[src/common/bwu_pkg.sv]
package bwu_pkg;

  // register numbers on the register port
  localparam logic [7:0] TRIG_TYPE_OFS   = 8'h15;
  localparam logic [7:0] TRIG_DATA_OFS   = 8'h16;
  localparam logic [7:0] HOLD_OFS        = 8'h18;
  localparam logic [7:0] SCRATCH_OFS     = 8'h20;
  localparam logic [7:0] IB_ADDR_OFS     = 8'h30;
  localparam logic [7:0] IB_CTRL_OFS     = 8'h40;
  localparam logic [7:0] DW_FIRST_OFS    = 8'h50;
  localparam logic [7:0] DW_SECOND_OFS   = 8'h60;
  localparam logic [7:0] DW_CTRL_OFS     = 8'h70;
  localparam logic [7:0] RW_MASK_OFS     = 8'h80;
  localparam logic [7:0] RW_VALUE_OFS    = 8'h90;
  localparam logic [7:0] RW_CTRL_OFS     = 8'h9c;
  localparam logic [7:0] IRQ_STATUS_OFS  = 8'ha0;
  localparam logic [7:0] IRQ_MASK_OFS    = 8'ha1;

  // control register fields
  localparam int         CTRL_EN_BIT     = 0;
  localparam int         CTRL_SEL_BIT    = 1;
  localparam int         CTRL_LOAD_BIT   = 2;
  localparam int         CTRL_THR_LSB    = 16;
  localparam logic [31:0] IB_CTRL_WMASK  = 32'h00ff_0003;
  localparam logic [31:0] DW_CTRL_WMASK  = 32'h00ff_0007;
  localparam logic [31:0] RW_CTRL_WMASK  = 32'h00ff_0003;
  localparam logic [31:0] CTRL_RESET     = 32'h0000_0000;

  // trigger type register fields
  localparam int          TYPE_NUM_LSB   = 16;
  localparam int          TYPE_THR_LSB   = 8;
  localparam logic [31:0] TYPE_WMASK     = 32'h0003_ff07;
  localparam logic [2:0]  CAUSE_IBREAK   = 3'h3;
  localparam logic [2:0]  CAUSE_DWATCH   = 3'h4;
  localparam logic [2:0]  CAUSE_RWATCH   = 3'h5;

  // sticky event bits in status and mask
  localparam int          EV_IB_BIT      = 0;
  localparam int          EV_DW_BIT      = 1;
  localparam int          EV_RW_BIT      = 2;
  localparam int          EV_W           = 3;

  localparam int          NUM_UNITS      = 4;
  localparam int          NUM_THREADS    = 8;
  localparam int          SCRATCH_WORDS  = 8;

endpackage : bwu_pkg

[src/common/bwu_scratch_if.sv]
`timescale 1ns/10ps
`default_nettype none

interface bwu_scratch_if;
  logic        wr_en;
  logic [2:0]  wr_addr;
  logic [31:0] wr_data;
  logic [2:0]  rd_addr_a;
  logic [31:0] rd_data_a;
  logic [2:0]  rd_addr_b;
  logic [31:0] rd_data_b;

  modport ctl (output wr_en, wr_addr, wr_data, rd_addr_a, rd_addr_b,
               input  rd_data_a, rd_data_b);
  modport mem (input  wr_en, wr_addr, wr_data, rd_addr_a, rd_addr_b,
               output rd_data_a, rd_data_b);
endinterface : bwu_scratch_if

`default_nettype wire

[src/rtl/bwu_scratch_mem.sv]
`timescale 1ns/10ps
`default_nettype none

module bwu_scratch_mem
(
  // clock and reset
  input wire logic  clk,
  input wire logic  rst,
  // access
  bwu_scratch_if.mem port
);

  typedef struct packed
  {
    logic [bwu_pkg::SCRATCH_WORDS-1:0][31:0] word;
    logic [31:0]                             rd_a;
    logic [31:0]                             rd_b;
  } bwu_mem_state_t;

  bwu_mem_state_t q;
  bwu_mem_state_t d;

  always_comb
  begin
    d      = q;
    // reads see the old word on a same-cycle write
    d.rd_a = q.word[port.rd_addr_a];
    d.rd_b = q.word[port.rd_addr_b];
    if (port.wr_en)
    begin
      d.word[port.wr_addr] = port.wr_data;
    end
  end

  always_ff @(posedge clk or posedge rst)
  begin
    if (rst)
    begin
      q <= '0;
    end
    else
    begin
      q <= d;
    end
  end

  assign port.rd_data_a = q.rd_a;
  assign port.rd_data_b = q.rd_b;

endmodule : bwu_scratch_mem

`default_nettype wire

[src/rtl/bwu_trigger_unit.sv]
// Overview of operation
// [RULE1] data watch hit loads trigger data with the access effective address
// [RULE2] resource watch hit loads trigger data with the resource identifier
// [RULE3] 8-bit hold vector stops marked threads while outside debug mode
// [RULE4] eight scratch words, shared with the tile configuration port
// [RULE5] four instruction breakpoints, each with own 32-bit address register
// [RULE6] breakpoint hits on program counter match when enabled for that thread
// [RULE7] compare-mode bit: 0 fires on equal, 1 fires on different
// [RULE8] every control register has a per-thread enable mask in bits 23:16
// [RULE9] bit 0 is the unit master enable, reset to zero
// [RULE10] four data watchpoints with first and second address registers
// [RULE11] load-enable bit lets loads trigger a data watchpoint
// [RULE12] data select bit: 0 needs A and B, 1 needs A or B
// [RULE13] four resource watchpoints with mask and value registers
// [RULE14] resource select bit: 0 fires on condition A, 1 on condition B
// [RULE15] simultaneous triggers record the lowest-numbered unit
// [RULE16] cause codes: instruction 3, data 4, resource 5
// [RULE17] data A is address at or above first, B at or below second
// [RULE18] resource A is masked id equal masked value, B is differing
//
// The address-and-strobe port was left to the implementer.
`timescale 1ns/10ps
`default_nettype none

module bwu_trigger_unit
(
  // clock and reset
  input  wire logic        clk,
  input  wire logic        rst,
  // register port
  input  wire logic [7:0]  reg_addr,
  input  wire logic [31:0] reg_wdata,
  input  wire logic        reg_wr,
  input  wire logic        reg_rd,
  output logic      [31:0] reg_rdata,
  // tile configuration port to scratch words
  input  wire logic [2:0]  cfg_addr,
  input  wire logic [31:0] cfg_wdata,
  input  wire logic        cfg_wr,
  output logic      [31:0] cfg_rdata,
  // instruction fetch observation
  input  wire logic        pc_valid,
  input  wire logic [31:0] pc,
  input  wire logic [2:0]  pc_thread,
  // memory access observation
  input  wire logic        mem_valid,
  input  wire logic        mem_load,
  input  wire logic [31:0] mem_addr,
  input  wire logic [2:0]  mem_thread,
  // resource access observation
  input  wire logic        res_valid,
  input  wire logic [31:0] res_id,
  input  wire logic [2:0]  res_thread,
  // core status and debug outputs
  input  wire logic        debug_mode,
  output logic             debug_irq_req,
  output logic      [7:0]  thread_stall,
  output logic             irq
);

  typedef struct packed
  {
    logic [3:0][31:0]          ib_addr;
    logic [3:0][31:0]          ib_ctrl;
    logic [3:0][31:0]          dw_first;
    logic [3:0][31:0]          dw_second;
    logic [3:0][31:0]          dw_ctrl;
    logic [3:0][31:0]          rw_mask;
    logic [3:0][31:0]          rw_value;
    logic [3:0][31:0]          rw_ctrl;
    logic [31:0]               trig_type;
    logic [31:0]               trig_data;
    logic [7:0]                hold;
    logic [bwu_pkg::EV_W-1:0]  status;
    logic [bwu_pkg::EV_W-1:0]  mask;
    logic [31:0]               rdata;
    logic                      rd_mem;
    logic                      req;
    logic [7:0]                stall;
  } bwu_state_t;

  bwu_state_t q;
  bwu_state_t d;

  bwu_scratch_if scr ();

  bwu_scratch_mem u_scratch
  (
    .clk  (clk),
    .rst  (rst),
    .port (scr.mem)
  );

  // unit may fire for this thread only when enabled
  function automatic logic unit_armed(input logic [31:0] ctrl, input logic [2:0] thr);
    logic [7:0] thr_mask;
    thr_mask = ctrl[bwu_pkg::CTRL_THR_LSB +: 8];
    return ctrl[bwu_pkg::CTRL_EN_BIT] && thr_mask[thr]; // [RULE8] [RULE9]
  endfunction : unit_armed

  // lowest set bit wins
  function automatic logic [1:0] lowest(input logic [3:0] hits);
    logic [1:0] n;
    n = 2'h0;
    for (int i = bwu_pkg::NUM_UNITS - 1; i >= 0; i--)
    begin
      if (hits[i])
      begin
        n = 2'(i);
      end
    end
    return n; // [RULE15]
  endfunction : lowest

  // group of four consecutive register numbers
  function automatic logic in_group(input logic [7:0] a, input logic [7:0] base);
    return a[7:2] == base[7:2];
  endfunction : in_group

  function automatic logic [31:0] make_type(input logic [2:0] cause, input logic [1:0] num,
                                            input logic [2:0] thr);
    logic [31:0] t;
    t                                  = 32'h0000_0000;
    t[2:0]                             = cause;
    t[bwu_pkg::TYPE_THR_LSB +: 8]      = {5'h00, thr};
    t[bwu_pkg::TYPE_NUM_LSB +: 2]      = num;
    return t;
  endfunction : make_type

  logic [3:0] ib_hit;
  logic [3:0] dw_hit;
  logic [3:0] rw_hit;

  always_comb
  begin
    logic cond_a;
    logic cond_b;
    logic match;
    cond_a = 1'b0;
    cond_b = 1'b0;
    match  = 1'b0;
    ib_hit = 4'h0;
    dw_hit = 4'h0;
    rw_hit = 4'h0;
    for (int i = 0; i < bwu_pkg::NUM_UNITS; i++)
    begin
      // equality flipped by compare mode
      ib_hit[i] = pc_valid && unit_armed(q.ib_ctrl[i], pc_thread) // [RULE5] [RULE6]
                  && ((pc == q.ib_addr[i]) ^ q.ib_ctrl[i][bwu_pkg::CTRL_SEL_BIT]); // [RULE7]
      cond_a = mem_addr >= q.dw_first[i]; // [RULE17]
      cond_b = mem_addr <= q.dw_second[i]; // [RULE17]
      // stores always qualify; loads only when allowed
      dw_hit[i] = mem_valid && unit_armed(q.dw_ctrl[i], mem_thread) // [RULE10]
                  && (!mem_load || q.dw_ctrl[i][bwu_pkg::CTRL_LOAD_BIT]) // [RULE11]
                  && (q.dw_ctrl[i][bwu_pkg::CTRL_SEL_BIT] ? (cond_a || cond_b)
                                                          : (cond_a && cond_b)); // [RULE12]
      match = (res_id & q.rw_mask[i]) == (q.rw_value[i] & q.rw_mask[i]); // [RULE13] [RULE18]
      rw_hit[i] = res_valid && unit_armed(q.rw_ctrl[i], res_thread)
                  && (q.rw_ctrl[i][bwu_pkg::CTRL_SEL_BIT] ? !match : match); // [RULE14]
    end
  end

  always_comb
  begin
    logic [1:0] idx;
    idx      = reg_addr[1:0];
    d        = q;
    d.req    = 1'b0;
    d.rd_mem = 1'b0;

    if (reg_wr)
    begin
      if (reg_addr == bwu_pkg::TRIG_TYPE_OFS)
      begin
        d.trig_type = reg_wdata & bwu_pkg::TYPE_WMASK;
      end
      if (reg_addr == bwu_pkg::TRIG_DATA_OFS)
      begin
        d.trig_data = reg_wdata;
      end
      if (reg_addr == bwu_pkg::HOLD_OFS)
      begin
        d.hold = reg_wdata[7:0]; // [RULE3]
      end
      if (in_group(reg_addr, bwu_pkg::IB_ADDR_OFS))
      begin
        d.ib_addr[idx] = reg_wdata;
      end
      if (in_group(reg_addr, bwu_pkg::IB_CTRL_OFS))
      begin
        d.ib_ctrl[idx] = reg_wdata & bwu_pkg::IB_CTRL_WMASK;
      end
      if (in_group(reg_addr, bwu_pkg::DW_FIRST_OFS))
      begin
        d.dw_first[idx] = reg_wdata;
      end
      if (in_group(reg_addr, bwu_pkg::DW_SECOND_OFS))
      begin
        d.dw_second[idx] = reg_wdata;
      end
      if (in_group(reg_addr, bwu_pkg::DW_CTRL_OFS))
      begin
        d.dw_ctrl[idx] = reg_wdata & bwu_pkg::DW_CTRL_WMASK;
      end
      if (in_group(reg_addr, bwu_pkg::RW_MASK_OFS))
      begin
        d.rw_mask[idx] = reg_wdata;
      end
      if (in_group(reg_addr, bwu_pkg::RW_VALUE_OFS))
      begin
        d.rw_value[idx] = reg_wdata;
      end
      if (in_group(reg_addr, bwu_pkg::RW_CTRL_OFS))
      begin
        d.rw_ctrl[idx] = reg_wdata & bwu_pkg::RW_CTRL_WMASK;
      end
      if (reg_addr == bwu_pkg::IRQ_STATUS_OFS)
      begin
        d.status = q.status & ~reg_wdata[bwu_pkg::EV_W-1:0];
      end
      if (reg_addr == bwu_pkg::IRQ_MASK_OFS)
      begin
        d.mask = reg_wdata[bwu_pkg::EV_W-1:0];
      end
    end

    // triggers follow the write so a new event beats a same-cycle clear;
    // no triggers while the handler itself runs, to avoid re-entry
    if (!debug_mode)
    begin
      if (|ib_hit)
      begin
        d.trig_type = make_type(bwu_pkg::CAUSE_IBREAK, lowest(ib_hit), pc_thread); // [RULE16]
        d.status[bwu_pkg::EV_IB_BIT] = 1'b1;
        d.req = 1'b1;
      end
      else if (|dw_hit)
      begin
        d.trig_type = make_type(bwu_pkg::CAUSE_DWATCH, lowest(dw_hit), mem_thread); // [RULE16]
        d.trig_data = mem_addr; // [RULE1]
        d.status[bwu_pkg::EV_DW_BIT] = 1'b1;
        d.req = 1'b1;
      end
      else if (|rw_hit)
      begin
        d.trig_type = make_type(bwu_pkg::CAUSE_RWATCH, lowest(rw_hit), res_thread); // [RULE16]
        d.trig_data = res_id; // [RULE2]
        d.status[bwu_pkg::EV_RW_BIT] = 1'b1;
        d.req = 1'b1;
      end
    end

    // threads held only while the debug handler is not running
    d.stall = debug_mode ? 8'h00 : d.hold; // [RULE3]

    d.rdata = 32'h0000_0000;
    if (reg_rd)
    begin
      if (reg_addr[7:3] == bwu_pkg::SCRATCH_OFS[7:3])
      begin
        d.rd_mem = 1'b1; // [RULE4]
      end
      else if (reg_addr == bwu_pkg::TRIG_TYPE_OFS)
      begin
        d.rdata = q.trig_type;
      end
      else if (reg_addr == bwu_pkg::TRIG_DATA_OFS)
      begin
        d.rdata = q.trig_data;
      end
      else if (reg_addr == bwu_pkg::HOLD_OFS)
      begin
        d.rdata = {24'h00_0000, q.hold};
      end
      else if (in_group(reg_addr, bwu_pkg::IB_ADDR_OFS))
      begin
        d.rdata = q.ib_addr[idx];
      end
      else if (in_group(reg_addr, bwu_pkg::IB_CTRL_OFS))
      begin
        d.rdata = q.ib_ctrl[idx];
      end
      else if (in_group(reg_addr, bwu_pkg::DW_FIRST_OFS))
      begin
        d.rdata = q.dw_first[idx];
      end
      else if (in_group(reg_addr, bwu_pkg::DW_SECOND_OFS))
      begin
        d.rdata = q.dw_second[idx];
      end
      else if (in_group(reg_addr, bwu_pkg::DW_CTRL_OFS))
      begin
        d.rdata = q.dw_ctrl[idx];
      end
      else if (in_group(reg_addr, bwu_pkg::RW_MASK_OFS))
      begin
        d.rdata = q.rw_mask[idx];
      end
      else if (in_group(reg_addr, bwu_pkg::RW_VALUE_OFS))
      begin
        d.rdata = q.rw_value[idx];
      end
      else if (in_group(reg_addr, bwu_pkg::RW_CTRL_OFS))
      begin
        d.rdata = q.rw_ctrl[idx];
      end
      else if (reg_addr == bwu_pkg::IRQ_STATUS_OFS)
      begin
        d.rdata = {29'h0000_0000, q.status};
      end
      else if (reg_addr == bwu_pkg::IRQ_MASK_OFS)
      begin
        d.rdata = {29'h0000_0000, q.mask};
      end
    end
  end

  always_ff @(posedge clk or posedge rst)
  begin
    if (rst)
    begin
      q <= '0; // [RULE9]
    end
    else
    begin
      q <= d;
    end
  end

  // scratch: register port has priority on a same-cycle write
  assign scr.wr_en     = (reg_wr && reg_addr[7:3] == bwu_pkg::SCRATCH_OFS[7:3]) || cfg_wr; // [RULE4]
  assign scr.wr_addr   = (reg_wr && reg_addr[7:3] == bwu_pkg::SCRATCH_OFS[7:3])
                         ? reg_addr[2:0] : cfg_addr;
  assign scr.wr_data   = (reg_wr && reg_addr[7:3] == bwu_pkg::SCRATCH_OFS[7:3])
                         ? reg_wdata : cfg_wdata;
  assign scr.rd_addr_a = reg_addr[2:0];
  assign scr.rd_addr_b = cfg_addr;

  assign reg_rdata     = q.rd_mem ? scr.rd_data_a : q.rdata;
  assign cfg_rdata     = scr.rd_data_b;
  assign debug_irq_req = q.req;
  assign thread_stall  = q.stall;
  assign irq           = |(q.status & q.mask);

endmodule : bwu_trigger_unit

`default_nettype wire

[config.mk]
export PLATFORM = sky130hd
export DESIGN_NAME = bwu_trigger_unit
export DESIGN_NICKNAME = d
export VERILOG_FILES = /design/src/common/bwu_pkg.sv /design/src/common/bwu_scratch_if.sv /design/src/rtl/bwu_scratch_mem.sv /design/src/rtl/bwu_trigger_unit.sv
export SDC_FILE = /design/constraint.sdc
export NUM_CORES = 2
export LEC_CHECK = 0
export BUFFER_PORTS_ARGS = -buffer_cell sky130_fd_sc_hd__buf_2
export CAP_MARGIN = 25
export CORE_UTILIZATION = 25
export DETAILED_ROUTE_END_ITERATION = 8
export PLACE_DENSITY = 0.48
export SYNTH_ARGS = -nofsm -noshare
export SYNTH_HDL_FRONTEND = slang
export SYNTH_SLANG_ARGS = --single-unit
[constraint.sdc]
create_clock -name clk -period 84.3 [get_ports clk]
set_input_delay 8.43 -clock clk [delete_from_list [all_inputs] [get_ports clk]]
set_output_delay 8.43 -clock clk [all_outputs]
set_load 0.01 [all_outputs]
==> flow_summary.toml <==
[hold_path]
hold_path_depth = 2
worstHoldEndpoint = "q[119]$_DFF_PP0_"
hp-class = "reg2reg"
hold_start = "q[119]$_DFF_PP0_"

[clock_network]
cts_tree = "yes"
cts.path.max_buffers = 3
cts.sinks = 1204
cts_inserted_buffers = 142
h-tree-depth = 4
clock_latency_ps = 800
cts_hold_buf = 0
path_clk_slew_ps = 60
root_buffer = "clkbuf_16"
cts_resized = 0
cts_setup_buffers = 0

[pwr]
p_sw_w = 0.000429
p_int_w = 0.00109
powerDensity_nw_per_um2 = 20.1
p_leak_nw = 34.1
swShare_pct = 28.3
p_clk_share_pct = 41.0
ir_drop_v = 0.0000197
seq_power_share_pct = 44.4
pwr-share-comb_pct = 14.7

[detailed_routing]
drt_wl_total_microns = 270000
drc = 0
num_vias = 47700
viasPerCell = 5.27
antenna_left = 0
wl_per_cell_microns = 29.8
firstDrtPassIters = 8
drtIter0Drc = 5483

[critical_path]
reg2reg_to = "q[75]$_DFF_PP0_"
arrival_ps = 13160
crit_chain = "buf_2 > xor2_1 > a22oi_1 > nand4_1 > nor4_1 > mux2i_1 > nor4bb_4 > buf_4 > buf_4 > nor4_1 > a21oi_1 > o221a_1"
start_kind = "input port"
cp_top_family = "simple AND/OR/NAND/NOR gates"
reg2reg_from = "q[262]$_DFFE_PP0P_"
crit_type = "in2reg"
path_buf_inv = 3
worstPathRequired_ps = 84950
cp-end-kind = "flip-flop"
reg2regPathDepth = 11
cp_slowest_cell = "nor4_1"
critical_path.max_stage_delay_ps = 1130
crit_fanout = 57
reg2reg_slack_ps = 79230

[die]
die_y_microns = 515
ios = 264
fp.dieW_microns = 515
rows = 188
dieArea_sq_um = 266000
coreArea_sq_um = 262000
initial_utilization_pct = 25.1

[timing]
final.setup.tns_ps = 0
final_hold_viol_count = 0
max_freq_mhz = 80.0
worst_pin_slew_ps = 1280
rsz0062_at_grt = "false"
fin_ws_ps = 71790
maxSlewViolCount = 0
finClkSkew_ps = 47.2
fin_crit_sh_pct = 14.8
period_minus_slack_ps = 12510
max_slew_margin_pct = 13.8
final-setup-viol-count = 0

[global_route]
grt_use_total_pct = 20.1
grt_first_pass_wirelength_microns = 377000
grt_max_degree = 166
antenna_found_initial = 112
grt-ovfl-total = 0
grt_pass1_vias = 46800

[logic_synthesis]
ys_seq_elements = 1204
synth_edf_count = 0
syn_inst = 5330
synth_flop_cell = "dfrtp_1"
yosysWarnings = 0
ys_seq_area_share_pct = 45.7
yosysUniqueCellTypes = 78
syn_nets = 5776
async_flop_share_pct = 100
netlist_area_sq_um = 65900
synth_area_per_cell_sq_um = 12.4

[run_status]
run_status = "completed"

[final_layout]
layout_common_cells = "dfrtp_1, mux2_2, mux4_2"
num-nets-final = 5859
final_layout_size_suffix_gt1_share_pct = 34.1
final_common_cell = "dfrtp_1"
syn_to_final_growth_pct = 14.7
final_cell_area_sq_um = 75600

[placed_design]
post-dp-hpwl_microns = 190000
pre_cts_ws_ps = 70920
gp_congestion = 0.927
port_buffers = 263
dpl-instance-area_sq_um = 70900

[job]
max_cap_violations = 0
## worst max-delay path by stage
stage	startpoint	end	slack (ps)	depth (start not counted)
floorplan	rst	debug_irq_req$_DFF_PP0_	41950	1
global placement	rst	q[263]$_DFFE_PP0P_	71040	7
detailed placement	rst	q[263]$_DFFE_PP0P_	70920	7
CTS	rst	q[440]$_DFFE_PP0P_	71760	7
global route	rst	q[250]$_DFFE_PP0P_	71690	8
finish	res_id[26]	q[75]$_DFF_PP0_	71790	12
## synthesized netlist by cell type, drive strengths merged (41+ instances only)
library cell	instances	area, sq um
a21oi	268	1350
nor2	202	758
xnor2	65	569
nand2	325	1220
a221oi	41	359
nor4	64	422
buf	181	903
mux2i	86	861
nand4	79	494
ha	256	3200
mux4	341	7680
clkbuf	254	955
mux2	882	9930
o21ai	172	861
xor2	192	1680
dfrtp	1204	30100
inv	264	991
a22oi	112	841
## area by class of cell
class / count / area, sq um
diodes: 30 / 75.1
multi-input cells: 3427 / 33100
clock inverters: 56 / 524
fillers: 26900 / 187000
well taps: 3515 / 4400
flip-flops and latches: 1204 / 30100
repair buffers: 374 / 2330
inverters: 264 / 998
clock buffers: 194 / 4050
## state kept, by name, summed over array words and instances (netlist names)
register,count
q,875
u_scratch.port.rd_data_a,32
u_scratch.port.rd_data_b,32
thread_stall,8
u_scratch.q,256
debug_irq_req,1
## cell families (layout without fill, tap and decap cells)
logic type	after synthesis	after routing	share of synthesized area, %
XOR/XNOR	257	257	3.42
buffers and inverters	699	888	4.32
flip-flops	1204	1204	45.7
adder cells (fa/ha/maj)	256	256	4.86
multiplexers	1309	1309	28.0
AO/OA/AOI/OAI	804	804	7.97
AND/OR/NAND/NOR	801	801	5.66
other	0	30	0
## power by group through the flow
stage	registers, W	clock network, W	logic (W)
finish	0.000673	0.000622	0.000223
global route	0.000680	0.000657	0.000241
CTS	0.000672	0.000634	0.000223
detailed placement	0.000682	0	0.000222
global placement	0.000679	0	0.000218
floorplan	0.000669	0	0.000153
## through the flow
| stage | hold slack [ps] | power (W) | instances | util [%] |
|---|---|---|---|---|
| after detailed placement | 488 | 0.000904 | 8779 | 27.0 |
| after CTS | 499 | 0.00153 | 9029 | 28.8 |
| after global placement | 473 | 0.000897 | 8771 | 27.0 |
| after floorplan | 461 | 0.000822 | 5330 | - |
| final | 499 | 0.00152 | 9064 | 28.8 |
| after global routing | 519 | 0.00158 | 9055 | 28.8 |
## layer usage
layer	GRT usage, %	vias up	wire, microns
li1	-	19700	-
met1	27.3	25200	115000
met2	29.9	2213	118000
met3	5.14	538	25000
met4	8.69	50	12200
met5	0	-	306
## tightest hold or removal path, stage by stage, from the launching register on
cell     delay, ps
dfrtp_1        370
nand2_1         60
nor2_1          30
(Power assumes the default switching activity.)
